==> src/adcseq_consts.vh <==
// Purpose: Constants for the converter sequencer: register map, fields, timing.
// Assumes: Byte-wide register port, clock of 10 MHz.
// Notes: Function
// Function
// - Each conversion lasts exactly twelve bit periods from its start; on the RC clock it lasts 11 to 12.
// - Divider code picks 2,4,8,16,32,64 oscillator periods; 011 picks RC clock.
// - Clearing the trigger bit mid-conversion aborts at once.
// - An aborted conversion leaves the result pair untouched.
// - After an abort wait two bit periods before acquisition restarts; on the RC clock the wait is one to two.
// - After that wait acquisition of the selected channel starts automatically.
// - Completion loads the ten-bit result, justified, unused bits zero.
// - With converter off the result bytes are plain read-write storage.
// - Port reads return zero on every analog-configured pin.
// - Output-driven analog pins convert their driven level regardless of direction.
// - Completion loads result, clears trigger bit, sets done flag.
// - Justify one is right aligned; zero is left aligned.
// - Reset returns all registers to reset values and aborts conversions.
`ifndef ADCSEQ_CONSTS_VH
`define ADCSEQ_CONSTS_VH

`define ADCSEQ_ADDR_W        3
`define ADCSEQ_OFF_RES_HI    3'h0
`define ADCSEQ_OFF_RES_LO    3'h1
`define ADCSEQ_OFF_CTRL      3'h2
`define ADCSEQ_OFF_CFG       3'h3
`define ADCSEQ_OFF_STAT      3'h4
`define ADCSEQ_OFF_CLR       3'h5
`define ADCSEQ_OFF_IEN       3'h6
`define ADCSEQ_OFF_PORT      3'h7

`define ADCSEQ_CTRL_RESET    8'h00
`define ADCSEQ_CFG_RESET     8'h00
`define ADCSEQ_CTRL_DIV_HI   7
`define ADCSEQ_CTRL_DIV_LO   6
`define ADCSEQ_CTRL_CHS_HI   5
`define ADCSEQ_CTRL_CHS_LO   3
`define ADCSEQ_CTRL_GO       2
`define ADCSEQ_CTRL_PWR      0
`define ADCSEQ_CFG_JUST      7
`define ADCSEQ_CFG_DIV2      6
`define ADCSEQ_CFG_PCFG_HI   3
`define ADCSEQ_CFG_PCFG_LO   0

`define ADCSEQ_STAT_DONE     0
`define ADCSEQ_STAT_ABORT    1

`define ADCSEQ_CONV_PERIODS  4'hc
`define ADCSEQ_WAIT_PERIODS  4'h2
`define ADCSEQ_DIV_RC        3'h3
`define ADCSEQ_MIN_TAD_NS    1600
`define ADCSEQ_CLK_NS        100

`endif

==> src/adcseq_tick.v <==
// Purpose: Bit period tick generator from oscillator divider or RC clock.
// Assumes: rc_clk_in is a synchronous sample of the RC oscillator.
// Notes: Tick is one cycle wide once per bit period.
`timescale 1ns/10ps
`default_nettype none
`include "adcseq_consts.vh"
module adcseq_tick
  #(parameter CNT_W = 6)
  (
  input  wire             clk_sys,
  input  wire             rst,
  input  wire             run,
  input  wire [2:0]       div_sel,
  input  wire             rc_clk_in,
  output reg              tick
  );

  reg  [CNT_W-1:0] cnt;
  reg  [CNT_W-1:0] limit;
  reg              rc_q;

  // Code bits {b2,b1,b0}: b2 doubles the base period selected by b1:b0
  always @*
  begin
    case (div_sel)
      3'h0:    limit = 6'h01;
      3'h4:    limit = 6'h03;
      3'h1:    limit = 6'h07;
      3'h5:    limit = 6'h0f;
      3'h2:    limit = 6'h1f;
      3'h6:    limit = 6'h3f;
      default: limit = 6'h3f;
    endcase
  end

  always @(posedge clk_sys or posedge rst)
  begin
    if (rst)
    begin
      cnt  <= 6'h00;
      tick <= 1'b0;
      rc_q <= 1'b0;
    end
    else
    begin
      rc_q <= rc_clk_in;
      if (!run)
      begin
        cnt  <= 6'h00;
        tick <= 1'b0;
      end
      else if (div_sel[1:0] == `ADCSEQ_DIV_RC)
      begin
        cnt  <= 6'h00;
        tick <= rc_clk_in & ~rc_q;
      end
      else if (cnt == limit)
      begin
        cnt  <= 6'h00;
        tick <= 1'b1;
      end
      else
      begin
        cnt  <= cnt + 6'h01;
        tick <= 1'b0;
      end
    end
  end
endmodule // adcseq_tick
`default_nettype wire

==> src/adcseq_top.v <==
// Purpose: Conversion sequencer for a ten-bit successive approximation converter.
// Assumes: Analog front end delivers ten result bits and the RC clock.
// Notes: Registers on a byte port, read data one cycle after read strobe.
`timescale 1ns/10ps
`default_nettype none
`include "adcseq_consts.vh"
module adcseq_top
  #(parameter NPINS = 8)
  (
  input  wire                      clk_sys,
  input  wire                      rst,
  input  wire [`ADCSEQ_ADDR_W-1:0] reg_addr,
  input  wire [7:0]                reg_wdata,
  input  wire                      reg_wr,
  input  wire                      reg_rd,
  output reg  [7:0]                reg_rdata,
  input  wire                      rc_clk_in,
  input  wire [9:0]                sar_result,
  input  wire [NPINS-1:0]          pin_level,
  input  wire [NPINS-1:0]          pin_direction,
  output reg  [2:0]                channel_select,
  output reg                       sample_connect,
  output reg                       sar_active,
  output reg  [NPINS-1:0]          pin_analog_mask,
  output reg                       irq
  );

  localparam ST_OFF  = 4'b0001;
  localparam ST_ACQ  = 4'b0010;
  localparam ST_CONV = 4'b0100;
  localparam ST_WAIT = 4'b1000;

  reg  [7:0]       conversion_control;
  reg  [7:0]       conversion_config;
  reg  [7:0]       result_high_byte;
  reg  [7:0]       result_low_byte;
  reg  [1:0]       status;
  reg  [1:0]       irq_enable;
  reg  [3:0]       state;
  reg  [3:0]       period_cnt;
  reg  [NPINS-1:0] next_analog_mask;
  wire             tick;
  wire             tick_run;
  wire             converter_power_on;
  wire             trigger;
  wire             result_justify_select;
  wire [2:0]       clock_divider_select;
  wire [3:0]       pin_analog_config;
  wire             wr_ctrl;
  wire             done_evt;
  wire             abort_evt;
  wire [1:0]       evt;
  wire [1:0]       clr;

  assign converter_power_on    = conversion_control[`ADCSEQ_CTRL_PWR];
  assign trigger               = conversion_control[`ADCSEQ_CTRL_GO];
  assign result_justify_select = conversion_config[`ADCSEQ_CFG_JUST];
  assign clock_divider_select  = {conversion_config[`ADCSEQ_CFG_DIV2],
                                  conversion_control[`ADCSEQ_CTRL_DIV_HI:`ADCSEQ_CTRL_DIV_LO]};
  assign pin_analog_config     = conversion_config[`ADCSEQ_CFG_PCFG_HI:`ADCSEQ_CFG_PCFG_LO];
  assign wr_ctrl               = reg_wr && (reg_addr == `ADCSEQ_OFF_CTRL);

  // Completion on the twelfth bit period tick of a running conversion
  assign done_evt  = (state == ST_CONV) && tick &&
                     (period_cnt == `ADCSEQ_CONV_PERIODS - 4'h1) &&
                     converter_power_on && trigger;
  // Trigger cleared by software or power removed during conversion
  assign abort_evt = (state == ST_CONV) && (!trigger || !converter_power_on);
  assign evt       = {abort_evt, done_evt};
  // Restart divider phase at start and abort so divided spans are whole periods; RC edges keep their own phase
  assign tick_run  = converter_power_on && !abort_evt &&
                     !((state == ST_ACQ) && trigger);
  assign clr       = (reg_wr && reg_addr == `ADCSEQ_OFF_CLR) ? reg_wdata[1:0] : 2'h0;

  adcseq_tick
    #(.CNT_W(6))
  u_tick
    (
    .clk_sys (clk_sys),
    .rst     (rst),
    .run     (tick_run),
    .div_sel (clock_divider_select),
    .rc_clk_in (rc_clk_in),
    .tick    (tick)
    );

  // Sequencer
  always @(posedge clk_sys or posedge rst)
  begin
    if (rst)
    begin
      state      <= ST_OFF;
      period_cnt <= 4'h0;
    end
    else
    begin
      case (state)
        ST_OFF:
        begin
          period_cnt <= 4'h0;
          if (converter_power_on)
            state <= ST_ACQ;
        end
        ST_ACQ:
        begin
          period_cnt <= 4'h0;
          if (!converter_power_on)
            state <= ST_OFF;
          else if (trigger)
            state <= ST_CONV;
        end
        ST_CONV:
        begin
          if (abort_evt)
          begin
            period_cnt <= 4'h0;
            state      <= converter_power_on ? ST_WAIT : ST_OFF;
          end
          else if (done_evt)
          begin
            period_cnt <= 4'h0;
            state      <= ST_WAIT;
          end
          else if (tick)
            period_cnt <= period_cnt + 4'h1;
        end
        ST_WAIT:
        begin
          if (!converter_power_on)
          begin
            period_cnt <= 4'h0;
            state      <= ST_OFF;
          end
          else if (tick && period_cnt == `ADCSEQ_WAIT_PERIODS - 4'h1)
          begin
            period_cnt <= 4'h0;
            state      <= ST_ACQ;
          end
          else if (tick)
            period_cnt <= period_cnt + 4'h1;
        end
        default:
        begin
          period_cnt <= 4'h0;
          state      <= ST_OFF;
        end
      endcase
    end
  end

  // Control and configuration registers
  always @(posedge clk_sys or posedge rst)
  begin
    if (rst)
    begin
      conversion_control <= `ADCSEQ_CTRL_RESET;
      conversion_config  <= `ADCSEQ_CFG_RESET;
      irq_enable         <= 2'h0;
    end
    else
    begin
      if (wr_ctrl)
      begin
        conversion_control <= {reg_wdata[7:2], 1'b0, reg_wdata[0]};
        // Trigger only accepted when already powered and not waiting
        if (!converter_power_on || state == ST_WAIT)
          conversion_control[`ADCSEQ_CTRL_GO] <= 1'b0;
      end
      else if (done_evt)
        conversion_control[`ADCSEQ_CTRL_GO] <= 1'b0;
      if (reg_wr && reg_addr == `ADCSEQ_OFF_CFG)
        conversion_config <= {reg_wdata[7:6], 2'h0, reg_wdata[3:0]};
      if (reg_wr && reg_addr == `ADCSEQ_OFF_IEN)
        irq_enable <= reg_wdata[1:0];
    end
  end

  // Result pair; reset leaves contents alone only logically, cleared for known state
  always @(posedge clk_sys or posedge rst)
  begin
    if (rst)
    begin
      result_high_byte <= 8'h00;
      result_low_byte  <= 8'h00;
    end
    else if (done_evt)
    begin
      if (result_justify_select)
      begin
        result_high_byte <= {6'h00, sar_result[9:8]};
        result_low_byte  <= sar_result[7:0];
      end
      else
      begin
        result_high_byte <= sar_result[9:2];
        result_low_byte  <= {sar_result[1:0], 6'h00};
      end
    end
    else
    begin
      if (reg_wr && reg_addr == `ADCSEQ_OFF_RES_HI)
        result_high_byte <= reg_wdata;
      if (reg_wr && reg_addr == `ADCSEQ_OFF_RES_LO)
        result_low_byte <= reg_wdata;
    end
  end

  // Sticky events, set wins over clear
  genvar gi;
  generate
    for (gi = 0; gi < 2; gi = gi + 1)
    begin : g_evt
      always @(posedge clk_sys or posedge rst)
      begin
        if (rst)
          status[gi] <= 1'b0;
        else if (evt[gi])
          status[gi] <= 1'b1;
        else if (clr[gi])
          status[gi] <= 1'b0;
      end
    end
  endgenerate

  // Analog pin map per configuration code
  always @*
  begin
    case (pin_analog_config)
      4'h0:    next_analog_mask = 8'hff;
      4'h1:    next_analog_mask = 8'hf7;
      4'h2:    next_analog_mask = 8'h1f;
      4'h3:    next_analog_mask = 8'h17;
      4'h4:    next_analog_mask = 8'h0b;
      4'h5:    next_analog_mask = 8'h03;
      4'h8:    next_analog_mask = 8'hf3;
      4'h9:    next_analog_mask = 8'h3f;
      4'ha:    next_analog_mask = 8'h37;
      4'hb:    next_analog_mask = 8'h33;
      4'hc:    next_analog_mask = 8'h13;
      4'hd:    next_analog_mask = 8'h03;
      4'he:    next_analog_mask = 8'h01;
      4'hf:    next_analog_mask = 8'h01;
      default: next_analog_mask = 8'h00;
    endcase
  end

  // Outputs to the analog side; sampling ignores pin direction
  always @(posedge clk_sys or posedge rst)
  begin
    if (rst)
    begin
      channel_select  <= 3'h0;
      sample_connect  <= 1'b0;
      sar_active      <= 1'b0;
      pin_analog_mask <= 8'hff;
      irq             <= 1'b0;
    end
    else
    begin
      channel_select  <= conversion_control[`ADCSEQ_CTRL_CHS_HI:`ADCSEQ_CTRL_CHS_LO];
      sample_connect  <= (state == ST_ACQ) && converter_power_on && !trigger;
      sar_active      <= (state == ST_CONV) && !abort_evt && !done_evt;
      pin_analog_mask <= next_analog_mask[NPINS-1:0];
      irq             <= |(status & irq_enable);
    end
  end

  // Read port
  always @(posedge clk_sys or posedge rst)
  begin
    if (rst)
      reg_rdata <= 8'h00;
    else if (reg_rd)
    begin
      case (reg_addr)
        `ADCSEQ_OFF_RES_HI: reg_rdata <= result_high_byte;
        `ADCSEQ_OFF_RES_LO: reg_rdata <= result_low_byte;
        `ADCSEQ_OFF_CTRL:   reg_rdata <= conversion_control;
        `ADCSEQ_OFF_CFG:    reg_rdata <= conversion_config;
        `ADCSEQ_OFF_STAT:   reg_rdata <= {6'h00, status};
        `ADCSEQ_OFF_IEN:    reg_rdata <= {6'h00, irq_enable};
        `ADCSEQ_OFF_PORT:   reg_rdata <= pin_level & ~pin_analog_mask & 8'hff;
        default:            reg_rdata <= 8'h00;
      endcase
    end
    else
      reg_rdata <= 8'h00;
  end

  // Direction bits are only meaningful to the pad; kept for port completeness
  wire unused_dir;
  assign unused_dir = ^pin_direction;
endmodule // adcseq_top
`default_nettype wire

==> config.mk <==
export PLATFORM = sky130hd
export DESIGN_NAME = adcseq_top
export DESIGN_NICKNAME = d
export VERILOG_FILES = /design/src/adcseq_tick.v /design/src/adcseq_top.v
export VERILOG_INCLUDE_DIRS = /design/src
export SDC_FILE = /design/constraint.sdc
export NUM_CORES = 1
export LEC_CHECK = 0
export ABC_AREA = 1
export BUFFER_PORTS_ARGS = -buffer_cell sky130_fd_sc_hd__buf_2
export CORE_MARGIN = 4
export CORE_UTILIZATION = 56
export CTS_CLUSTER_DIAMETER = 30
export DETAILED_ROUTE_END_ITERATION = 8
export HOLD_SLACK_MARGIN = 0.15
export PLACE_DENSITY = 0.89
export SLEW_MARGIN = 20
export SYNTH_ARGS = -nofsm -noshare
export SYNTH_HDL_FRONTEND = slang
export SYNTH_SLANG_ARGS = --single-unit
==> constraint.sdc <==
create_clock -name clk_sys -period 2.3 [get_ports clk_sys]
set_input_delay 0.23 -clock clk_sys [delete_from_list [all_inputs] [get_ports clk_sys]]
set_output_delay 0.23 -clock clk_sys [all_outputs]
set_load 0.02 [all_outputs]
; Word level (Yosys, flattened, before mapping)
; Memory sizes are Yosys's and may differ from the RTL's. A register that Yosys moved wholly into a read port is not among the register bits.
; Cells that the tools add are included.
[op_classes]
n_addsub = 2
n_eq_ne = 23
muxes = 38
bitwise = 5
reduce_logical = 35
[ops]
columns = op, count
row1 = 8-bit 2-to-1 mux, 7
row2 = 8-bit one-hot mux with 7 select lines, 1
row3 = 4-bit 2-to-1 mux, 13
row4 = 6-bit one-hot mux with 5 select lines, 1
row5 = 1-bit logical AND, 19
row6 = "3-bit equality test, second input constant", 6
row7 = 6-bit 2-to-1 mux, 3
row8 = 4-bit one-hot mux with 4 select lines, 1
row9 = 1-bit 2-to-1 mux, 10
row10 = 2-bit nonzero test, 5
row11 = "3-bit by 2-bit equality test with 1-bit output, second input constant", 3
row12 = "3-bit inequality test, second input constant", 3
row13 = 8-bit bitwise AND, 1
row14 = "4-bit by 1-bit equality test with 1-bit output, second input constant", 2
row15 = "4-bit equality test, second input constant", 2
row16 = 8-bit inverter, 1
row17 = 4-bit one-hot mux with 2 select lines, 1
row18 = "6-bit by 1-bit adder with 6-bit output, second input constant", 1
row19 = "3-bit by 1-bit equality test with 1-bit output, second input constant", 2
row20 = 6-bit equality test, 1
row21 = 3-bit logical NOT, 2
row22 = 1-bit logical NOT, 5
row23 = "4-bit by 1-bit adder with 4-bit output, second input constant", 1
row24 = "4-bit by 2-bit equality test with 1-bit output, second input constant", 1
row25 = 10 further kinds, 11
[word_totals]
register_bits = 63
rom_bits = 128
out_inout_bits = 22
elab_cells = 122
memories = 1
[memory_table]
columns = memory, words, word_bits, rd, rd_ports_with_merged_regs, write_ports, line
row1 = (no name shown), 16, 8, 1, 1, 0, adcseq_top.v:228  ; case (pin_analog_config)

; Depth between registers and ports, before layout
; Gate-level depths: netlist of the first run.
[logic_depth]
ltp_word = 8
ltp_mapped = 10

; Hierarchy
; From an unflattened synthesis of the first run, not the netlist that was laid out.
[hier_totals]
cells_unflattened = 450
hier_area_um2 = 3701.0
[modules_own_cells]
columns = mod, n_inst, cells_per_inst, area_each_um2
row1 = adcseq_top, 1, 387, 3239.4
row2 = adcseq_tick, 1, 63, 461.7

; Least setup slack after synthesis of the first run
; No wires, ideal clock.
[synth_timing]
kind = register to register
start = register period_cnt[0]
end = register result_high_byte[1]
t_arrival_ns = 1.289
t_required_ns = 2.182
setup_slack_ns = 0.894
path_stages_with_launch = 10
path_buffers = 1
period_less_slack_ns = 1.406
cell_sequence = dfrtp_1 -> ha_1 -> nand3_2 -> nor2_4 -> nand2_4 -> buf_6 -> nand2_4 -> nand2_1 -> nand2_1 -> nand2_1
[synth_between]
elab_chain_cells = 5
word_cells_on_any_way = 6
cone_classes = eq/ne: 1 / mux: 1 / reduce/logical: 4
[synth_lines]
columns = element, line
row1 = from (decl), adcseq_top.v:40  ; reg [3:0] period_cnt;
row2 = from (signal assigned), adcseq_top.v:125  ; period_cnt <= period_cnt + 4'h1;
row3 = from (signal assigned), adcseq_top.v:140  ; period_cnt <= period_cnt + 4'h1;
row4 = 4-bit equality test *, adcseq_top.v:65  ; (period_cnt == `ADCSEQ_CONV_PERIODS - 4'h1) &&
row5 = 1-bit logical AND * (3 in a row), adcseq_top.v:64  ; assign done_evt = (state == ST_CONV) && tick &&
row6 = 8-bit 2-to-1 mux or 2-bit nonzero test (tied branches), --
row7 = to (signal assigned), adcseq_top.v:190  ; result_high_byte <= {6'h00, sar_result[9:8]};
row8 = to (signal assigned), adcseq_top.v:195  ; result_high_byte <= sar_result[9:2];
row9 = to (signal assigned), adcseq_top.v:202  ; result_high_byte <= reg_wdata;
row10 = to (decl), adcseq_top.v:35  ; reg [7:0] result_high_byte;
; Every way passes the cells marked *; elsewhere a longest branch is shown, timed or not.
; A chain may end at the register's enable or synchronous reset.

; Final worst setup path of the first run
[layout_timing]
start = register state[0]
end = register result_low_byte[5]
[layout_between]
elab_chain_cells = 6
word_cells_on_any_way = 7
cone_classes = eq/ne: 1 / mux: 1 / reduce/logical: 5
[layout_lines]
columns = element, line
row1 = from (decl), adcseq_top.v:39  ; reg [3:0] state;
row2 = from (signal assigned), adcseq_top.v:117  ; state <= converter_power_on ? ST_WAIT : ST_OFF;
row3 = 4-bit by 3-bit equality test with 1-bit output *, adcseq_top.v:64
row4 = 1-bit logical AND * (4 in a row), adcseq_top.v:64
row5 = 8-bit 2-to-1 mux or 2-bit nonzero test (tied branches), --
row6 = to (signal assigned), adcseq_top.v:191  ; result_low_byte <= sar_result[7:0];
row7 = to (signal assigned), adcseq_top.v:196  ; result_low_byte <= {sar_result[1:0], 6'h00};
row8 = to (signal assigned), adcseq_top.v:204  ; result_low_byte <= reg_wdata;
row9 = to (decl), adcseq_top.v:36  ; reg [7:0] result_low_byte;
; Marks and branches as above.

==> flow_summary.json, run 1 <==
{
  "final_common_cell": "nand2_1",
  "power_frac_clock_pct": 27.2,
  "antenna_found_initial": 0,
  "r2r_slack_ps": 590,
  "pin_count": 64,
  "grtUsageMet3_pct": 4.51,
  "cts_max_level": 3,
  "diodes": 0,
  "dieHeight_um": 90.0,
  "cts_max_path_buffers": 2,
  "cts_inserted_buffers": 9,
  "dieArea_mm2": 0.00810,
  "path_class": "reg -> reg",
  "rsz0062_at_grt": "false",
  "period_share_pct": 74.3,
  "final_cell_mix": "147 x nand2_1, 62 x dfrtp_1, 56 x nor2_1",
  "rows": 29,
  "core_mm2": 0.00642,
  "synth_area_leaders": "dfrtp_1 41%, nand2_1 15%, nand3_1 7.2%, dfstp_2 5.6%, nor2_1 5.6%",
  "hold_buffers": 4,
  "rr_startpoint": "state[0]",
  "yosysSeqAreaShare_pct": 46.8,
  "drive_above_1_share_pct": 19.3,
  "grt.met1_usage_pct": 30.7,
  "cts_tree": "yes",
  "fin_setup_tns_ps": 0,
  "switching_share_pct": 32.8,
  "cts_resized": 0,
  "place_inst": 612,
  "postCtsSetupBuffers": 0,
  "vias": 3378,
  "crit_path_cell_trace": "nor2_2 > nand2_2 > nor2_8 > nand2_4 > nand2_4 > inv_1 > nand2_1 > nand2_1",
  "ir_worst_vdd_mv": 0.353,
  "synth_fp_nets": 538,
  "switchingPower_mw": 1.03,
  "yosysTopAreaCell": "dfrtp_1",
  "crit_family": "simple AND/OR/NAND/NOR gates",
  "reg2regPathDepth": 8,
  "gr-total-overflow": 0,
  "wl_mm": 8.55,
  "drc": 0,
  "cp.depth": 8,
  "cts_sinks": 70,
  "internal_power_mw": 2.11,
  "syn2layout_area_growth_pct": 13.8,
  "slew_headroom_pct": 56.4,
  "fin_cells": 632,
  "netlist_area_mm2": 0.00376,
  "crit_buf_inv": 1,
  "synth_cell_types": 29,
  "routedWlPerCell_um": 13.5,
  "final_core_util_pct": 66.7,
  "outcome": "completed",
  "die_w_um": 90.0,
  "grt_pass1_wl_mm": 15.2,
  "worstSetupStartpoint": "state[0]",
  "final_max_slew_viol_count": 0,
  "grtUsageTotal_pct": 22.9,
  "avgSynthCellArea_um2": 7.67,
  "crit_end": "result_low_byte[5]",
  "slowest_delay_ps": 390,
  "detail-route-antenna-nets": 0,
  "setup_viol": 0,
  "synth_seq_cells": 70,
  "p_per_area_mw_per_mm2": 731,
  "top_usage_layer": "met2",
  "globalRouteMet2Util_pct": 35.8,
  "synth_top_area_share_pct": 41.2,
  "max_freq_ghz": 0.585,
  "hp-class": "in -> reg",
  "place_hpwl_mm": 6.45,
  "hold_violations": 0,
  "start_kind": "flip-flop",
  "gp_congestion": 0.907,
  "tightest_slew_ps": 653,
  "p_leak_nw": 2.31,
  "final_nets": 597,
  "seqPwrFrac_pct": 51.3,
  "grt_max_degree": 41,
  "io_buffers": 55,
  "cap_viol_max_count": 0,
  "vias_per_cell": 5.34,
  "start_util_pct": 58.6,
  "comb_power_share_pct": 21.5,
  "grt_pass1_vias": 3319,
  "drt-pass1-iter-count": 5,
  "crit_slowest_cell": "dfstp_2",
  "r2r_end": "result_low_byte[5]",
  "cts_root_buf": "clkbuf_8",
  "end_kind": "flip-flop",
  "skew_ps": 13.3,
  "cp_max_fo": 24,
  "fin_crit_ps": 1710,
  "syn_inst": 491,
  "worstPathRequired_ps": 2530,
  "ys_warn_count": 0,
  "arrival_ps": 1940,
  "clk_pin_slew_ps": 70,
  "drt_iter0_drc": 223,
  "clk_latency_ps": 340
}
==> per-stage QoR <==
stage / setup WS, ps / hold slack [ps] / power (mW) / cell area (um2)
2_1_floorplan: 315 / 261 / 2.07 / 3760
3_3_place_gp: 671 / 354 / 2.25 / 4080
3_5_place_dp: 608 / 357 / 2.29 / 4080
4_1_cts: 592 / 195 / 3.14 / 4290
5_1_grt: 367 / 205 / 3.33 / 4290
6_report: 592 / 213 / 3.13 / 4290
==> kinds of logic after synthesis <==
logic type	Yosys count	share of synthesized area, %
AND/OR/NAND/NOR	301	37.0
AO/OA/AOI/OAI	39	5.32
buffers and inverters	71	8.04
XOR/XNOR	5	1.16
flip-flops	70	46.8
adder cells (fa/ha/maj)	5	1.66
==> metal layers <==
metal / share of wire, % / wire, um / vias to the layer above
met2: 46 / 3940 / 145
met3: 7.1 / 603 / 21
li1: - / - / 1661
met5: 0 / 0 / -
met1: 44 / 3770 / 1551
met4: 2.8 / 236 / 0
==> Yosys cell counts <==
cell type  instances
a21oi_1            9
buf_2              4
buf_4              6
buf_6              1
clkbuf_1           2
clkinv_2           1
dfrtp_1           62
dfstp_2            8
ha_1               5
inv_1             53
inv_2              4
nand2_1          147
nand2_2            4
nand2_4            8
nand3_1           54
nand3_2            1
nand3b_1          10
nand4_1            3
nor2_1            56
nor2_2             6
nor2_4             3
nor2_8             1
nor3_1             7
nor3_4             1
o211ai_1           1
o21ai_0           28
o31ai_1            1
xnor2_1            2
xor2_1             3
==> worst min-delay path, stage by stage <==
cell and delay, ps:
buf_2 140, inv_1 70, o21ai_0 80
==> registers in the layout (all words and copies together), names as in the netlist <==
name and count:
sar_active 1, conversion_control 7, irq_enable 2, pin_analog_mask 7, result_low_byte 8, state 4
irq 1, u_tick.cnt 6, reg_rdata 8, u_tick.rc_q 1, sample_connect 1, u_tick.tick 1
result_high_byte 8, status 2, conversion_config 6, period_cnt 4, channel_select 3
==> how the worst min path moves through the flow <==
stage / end / depth (start not counted) / slack [ps] / startpoint
2_1_floorplan: u_tick.rc_q / 0 / 260 / rc_clk_in
3_3_place_gp: u_tick.cnt[4] / 2 / 350 / rst
4_1_cts: result_low_byte[7] / 3 / 190 / reg_wdata[7]
5_1_grt: conversion_control[3] / 3 / 200 / reg_wdata[3]
6_report: conversion_control[3] / 3 / 210 / reg_wdata[3]
3_5_place_dp: u_tick.cnt[4] / 2 / 360 / rst
==> cell type report <==
type | count | area (um2)
fill | 525 | 2140
sequential | 70 | 1760
multi-input combinational | 350 | 1700
timing repair buffer | 61 | 343
inverter | 58 | 219
clock buffer | 14 | 153
tap | 77 | 96.3
clock inverter | 2 | 12.5
==> power groups by stage <==
stage	Clock, mW	Combinational (mW)	Sequential [mW]
2_1_floorplan	0	0.430	1.64
3_3_place_gp	0	0.640	1.61
5_1_grt	0.925	0.771	1.63
4_1_cts	0.866	0.677	1.60
3_5_place_dp	0	0.664	1.62
6_report	0.852	0.674	1.61
Note: power is estimated with default switching activity, not from simulation.
==> inputs of run 2 (changes only) <==
CORE_UTILIZATION = 51   (was 56)
PLACE_DENSITY = 0.85   (was 0.89)
clock period = 1.57 ns   (was 2.3 ns; I/O delays follow)
==> run 2 against run 1 <==
Cell count up 6.5%. Total power increased by 59%. Design area up 7.9%. Wire length up 6.5%. Register-to-register slack lost 580 ps. First-iteration DRC count fell by 18%. Sequential share of layout area shrank 3.0 points. Combinational power grew 63%. Clock-buffer cell count unchanged. Utilization down 2.6 points. Clock power rose by 84%. Setup slack got worse by 580 ps. Critical path type unchanged. Critical endpoint is now result_high_byte[6]. Largest cell class unchanged. Largest power group unchanged. Highest routed layer unchanged.
==> flow_summary.json, run 2 (synthesized netlist as in run 1, its figures left out) <==
{
  "drt_iter0_drc": 182,
  "fin_setup_tns_ps": 0,
  "clk_pin_slew_ps": 80,
  "grt_pass1_vias": 3352,
  "crit_top_cell": "nand2_1",
  "ir_worst_vdd_mv": 0.420,
  "internal_power_mw": 3.42,
  "final_max_slew_viol_count": 0,
  "path_class": "reg -> reg",
  "io_buffers": 55,
  "drc": 0,
  "slew_headroom_pct": 65.7,
  "start_kind": "flip-flop",
  "p_leak_nw": 2.44,
  "arrival_ps": 1790,
  "hold_violations": 0,
  "slowest_delay_ps": 400,
  "place_hpwl_mm": 6.80,
  "ff_latch_area_mm2": 0.00176,
  "drive_above_1_share_pct": 23.7,
  "outcome": "completed",
  "gp_congestion": 0.835,
  "dieHeight_um": 93.9,
  "worstPathRequired_ps": 1800,
  "cts_max_path_buffers": 2,
  "switchingPower_mw": 1.57,
  "power_frac_clock_pct": 31.6,
  "switching_share_pct": 31.4,
  "hold_slack_ps": 158,
  "final_nets": 616,
  "dpl_cell_area_mm2": 0.00421,
  "vias": 3484,
  "dieArea_mm2": 0.00882,
  "max_freq_ghz": 0.642,
  "setup_viol": 0,
  "post-place-ws_ps": 20.9,
  "seqPwrFrac_pct": 46.5,
  "rsz0062_at_grt": "true",
  "routedWlPerCell_um": 13.5,
  "end_kind": "flip-flop",
  "place_inst": 644,
  "final_common_cell": "nand2_1",
  "cts_root_buf": "clkbuf_8",
  "setup_ws_ps": 13.5,
  "fin_crit_ps": 1560,
  "core_mm2": 0.00721,
  "die_w_um": 93.9,
  "grtUsageTotal_pct": 22.2,
  "fillers": 621,
  "comb_power_share_pct": 22.0,
  "clk_latency_ps": 350,
  "cp_max_fo": 8,
  "drt-pass1-iter-count": 5,
  "period_share_pct": 99.1,
  "grt_pass1_wl_mm": 15.3,
  "syn2layout_area_growth_pct": 22.8,
  "cap_viol_max_count": 0,
  "hp-class": "in -> reg",
  "crit_family": "simple AND/OR/NAND/NOR gates",
  "pin_count": 64,
  "diodes": 0,
  "rows": 31,
  "multi_input_area_mm2": 0.00175,
  "gr-total-overflow": 0,
  "crit_slowest_cell": "dfrtp_1",
  "antenna_found_initial": 0,
  "cts_sinks": 70,
  "cts_tree": "yes",
  "cts_max_level": 3,
  "final_cell_mix": "138 x nand2_1, 61 x dfrtp_1, 55 x nor2_1, 55 x buf_2, 54 x nand3_1",
  "grt_max_degree": 30,
  "skew_ps": 9.39,
  "final_area_mm2": 0.00462,
  "crit_path_cell_trace": "ha_2 > nand3_4 > nor2_4 > nand2_4 > buf_4 > nand2_2 > nand2_1 > nand2_1 > nand2_1",
  "tightest_slew_ps": 514,
  "wl_mm": 9.11,
  "start_util_pct": 52.2,
  "fin_cells": 673,
  "p_per_area_mw_per_mm2": 1080,
  "top_regs": "reg_rdata: 8 flops, result_high_byte: 8 flops, result_low_byte: 8 flops",
  "detail-route-antenna-nets": 0,
  "crit_buf_inv": 1,
  "cts_inserted_buffers": 9,
  "vias_per_cell": 5.18
}
## run 2: worst reg2reg max path, cell delays in order, from the launching register on
cell     delay, ps
dfrtp_1        400
ha_2           220
nand3_4         90
nor2_4         170
nand2_4        130
buf_4          190
nand2_2         50
nand2_1         50
nand2_1         60
nand2_1         60
## run 2: through the flow
stage	total power, mW	util [%]
after detailed placement	3.39	58.4
after floorplan	3.03	-
after global routing	5.25	64.1
after global placement	3.34	58.4
final	4.98	64.1
after CTS	4.97	62.8
## run 2: final timing paths
check                      cells after the start  slack (ps)                   from                   to
max in group asynchronous                      4         650                    rst             state[0]
min in group asynchronous                      3         390                    rst         reg_rdata[1]
setup / recovery                               9          10          period_cnt[1]  result_high_byte[6]
setup reg to reg                               9          10          period_cnt[1]  result_high_byte[6]
hold reg to reg                                0         440  conversion_control[5]    channel_select[2]
hold / removal                                 3         160                 reg_rd         reg_rdata[1]
## run 2: area by class of cell
type / count / area share (%)
inverter: 58 / 4.82
multi-input combinational: 350 / 37.8
timing repair buffer: 80 / 11.8
clock inverter: 2 / 0.812
sequential: 70 / 38.1
clock buffer: 14 / 3.95
tap: 99 / 2.68
## run 2: what timing repair did
action	in CTS	in global routing
endpoints found under the setup margin	1	19
hold buffers	9	0
pin swaps	1	3
buffers inserted	1	2
cloned	0	1
gates resized for setup	0	16
endpoints found under the hold margin	28	0
## run 2: power groups by stage
stage               Clock, mW  Combinational [mW]  Sequential [mW]
global route             1.66                1.24             2.35
detailed placement          0                1.05             2.34
global placement            0                1.01             2.32
CTS                      1.58                1.08             2.31
floorplan                   0               0.630             2.40
finish                   1.57                1.10             2.31
## run 2: metal layers
metal,up-vias,wire length (um),track usage [%]
met3,23,596,2.88
met4,0,293,11.3
met1,1606,3880,29.3
li1,1701,-,-
met5,-,0,0
met2,154,4340,35.7
==> inputs of run 3 (changes only) <==
ABC_CLOCK_PERIOD_IN_PS = 1570   (was default)
CORE_ASPECT_RATIO = 0.9   (was default)
GPL_ROUTABILITY_DRIVEN = 0   (was default)
==> run 3 against run 2 <==
Clock power decreased by 13%. Critical path depth increased by 1. Sequential power about the same. Utilization decreased by 0.078 points. Wire length increased by 3.3%. Sequential cell count unchanged. Design area decreased by 1.5%. Hold slack improved by 3.5 ps. Non-clock buffer count unchanged. Cell count decreased by 0.59%. Largest cell class unchanged. Largest power group unchanged.
==> flow_summary.json, run 3 (synthesized netlist as in run 1, its figures left out) <==
{
  "grt_max_degree": 30,
  "path_class": "reg -> reg",
  "final_core_util_pct": 64.0,
  "outcome": "completed",
  "crit_end": "result_high_byte[7]",
  "cts_root_buf": "clkbuf_8",
  "dieHeight_um": 89.5,
  "final_area_mm2": 0.00455,
  "grtUsageTotal_pct": 21.8,
  "io_buffers": 55,
  "reg2regPathDepth": 10,
  "worstPathRequired_ps": 1810,
  "drt_iter0_drc": 299,
  "crit_slowest_cell": "dfrtp_1",
  "fin_crit_ps": 1520,
  "die_w_um": 98.6,
  "cts_max_path_buffers": 2,
  "clk_pin_slew_ps": 90,
  "antenna_found_initial": 0,
  "worstSetupStartpoint": "period_cnt[1]",
  "end_kind": "flip-flop",
  "core_mm2": 0.00711,
  "place_hpwl_mm": 6.86,
  "cts_max_level": 3,
  "start_kind": "flip-flop",
  "cap_viol_max_count": 0,
  "vias": 3534,
  "top_regs": "reg_rdata: 8 flops, result_high_byte: 8 flops, result_low_byte: 8 flops",
  "detail-route-antenna-nets": 0,
  "crit_path_cell_trace": "ha_2 > nand3_2 > nor2_4 > buf_12 > nand2_8 > buf_4 > nand2_2 > nand2_1 > nand2_1 > nand2_1",
  "rr_startpoint": "period_cnt[1]",
  "multi_input_area_mm2": 0.00174,
  "cp_max_fo": 6,
  "setup_ws_ps": 47.0,
  "period_share_pct": 97.0,
  "ff_latch_area_mm2": 0.00176,
  "grt_pass1_vias": 3402,
  "drt-pass1-iter-count": 5,
  "cts_sinks": 70,
  "fin_setup_tns_ps": 0,
  "slew_headroom_pct": 58.4,
  "final_cell_mix": "147 x nand2_1, 62 x dfrtp_1, 55 x buf_2",
  "diodes": 0,
  "syn2layout_area_growth_pct": 20.9,
  "tightest_slew_ps": 624,
  "final_max_slew_viol_count": 0,
  "drc": 0,
  "skew_ps": 10.8,
  "final_nets": 618,
  "hold_violations": 0,
  "r2r_slack_ps": 50,
  "final_common_cell": "nand2_1",
  "hp-class": "in -> reg",
  "dieArea_mm2": 0.00882,
  "grt_pass1_wl_mm": 15.2,
  "post-place-ws_ps": -107,
  "p_leak_nw": 2.42,
  "start_util_pct": 52.9,
  "p_per_area_mw_per_mm2": 1050,
  "gr-total-overflow": 0,
  "setup_viol": 0,
  "arrival_ps": 1760,
  "drive_above_1_share_pct": 23.1,
  "pin_count": 64,
  "fillers": 606,
  "max_freq_ghz": 0.657,
  "rows": 29,
  "routedWlPerCell_um": 14.1,
  "r2r_end": "result_high_byte[7]",
  "dpl_cell_area_mm2": 0.00418,
  "hold_slack_ps": 161,
  "ir_worst_vdd_mv": 0.594,
  "slowest_delay_ps": 390,
  "vias_per_cell": 5.28,
  "cts_tree": "yes",
  "wl_mm": 9.41,
  "crit_top_cell": "nand2_1",
  "rsz0062_at_grt": "true",
  "cts_inserted_buffers": 9,
  "clk_latency_ps": 350
}
## run 3: changes by cell type in the layout (fill, tap and decap cells not counted), sizes merged
cell         change
clkbuf           -5
bufinv           -1
dlygate4sd3      -1
nand2            +2
inv              +2
clkinvlp         +2
buf              +2
clkinv           +1
## run 3: how the worst min path moves through the flow
stage | slack [ps] | startpoint | cells after the start | endpoint
2_1_floorplan | 190 | rc_clk_in | 0 | u_tick.rc_q
3_3_place_gp | 220 | rst | 2 | channel_select[1]
3_5_place_dp | 230 | rst | 2 | channel_select[2]
4_1_cts | 150 | pin_level[5] | 5 | reg_rdata[5]
5_1_grt | 180 | reg_rd | 3 | reg_rdata[2]
6_report | 160 | pin_level[5] | 5 | reg_rdata[5]
## run 3: routing by layer
metal	global-route usage, %	wire (um)	up-vias	share of wire, %
met1	26.7	3930	1642	42
met2	36.5	4410	151	47
met4	10.5	318	0	3.4
met3	5.62	741	31	7.9
met5	0	0	-	0
li1	-	-	1710	-
## run 3: cell type report
cell class,count,share of cell area (%)
Inverter,58,4.89
Clock buffer,10,3.02
Clock inverter,6,0.990
Timing Repair Buffer,80,11.5
Tap cell,93,2.56
Sequential cell,70,38.7
Multi-Input combinational cell,352,38.3
## run 3: where the power goes
group / leakage, nW / total [mW] / internal, mW / switching [mW]
registers: 0.891 / 2.33 / 2.11 / 0.226
logic: 1.45 / 1.07 / 0.391 / 0.674
clock network: 0.0853 / 1.36 / 0.624 / 0.736
## run 3: worst max-delay path: cells and delay by family (launching register included)
kind          cells  cell delay, ps
simple gates      7             540
flops             1             390
buf+inv           2             290
fa+ha+maj         1             200
## run 3: timing repair
item	CTS	global route
hold endpoints to repair	36	0
setup buffers	1	5
endpoints found under the setup margin	9	14
pin swaps	2	2
cloned	0	2
resized for setup	1	6
hold buffers	8	0
## run 3: through the flow
step / instances / power [mW]
finish: 669 / 4.76
global placement: 637 / 3.33
global route: 669 / 5.04
floorplan: 491 / 3.03
detailed placement: 637 / 3.39
CTS: 662 / 4.76
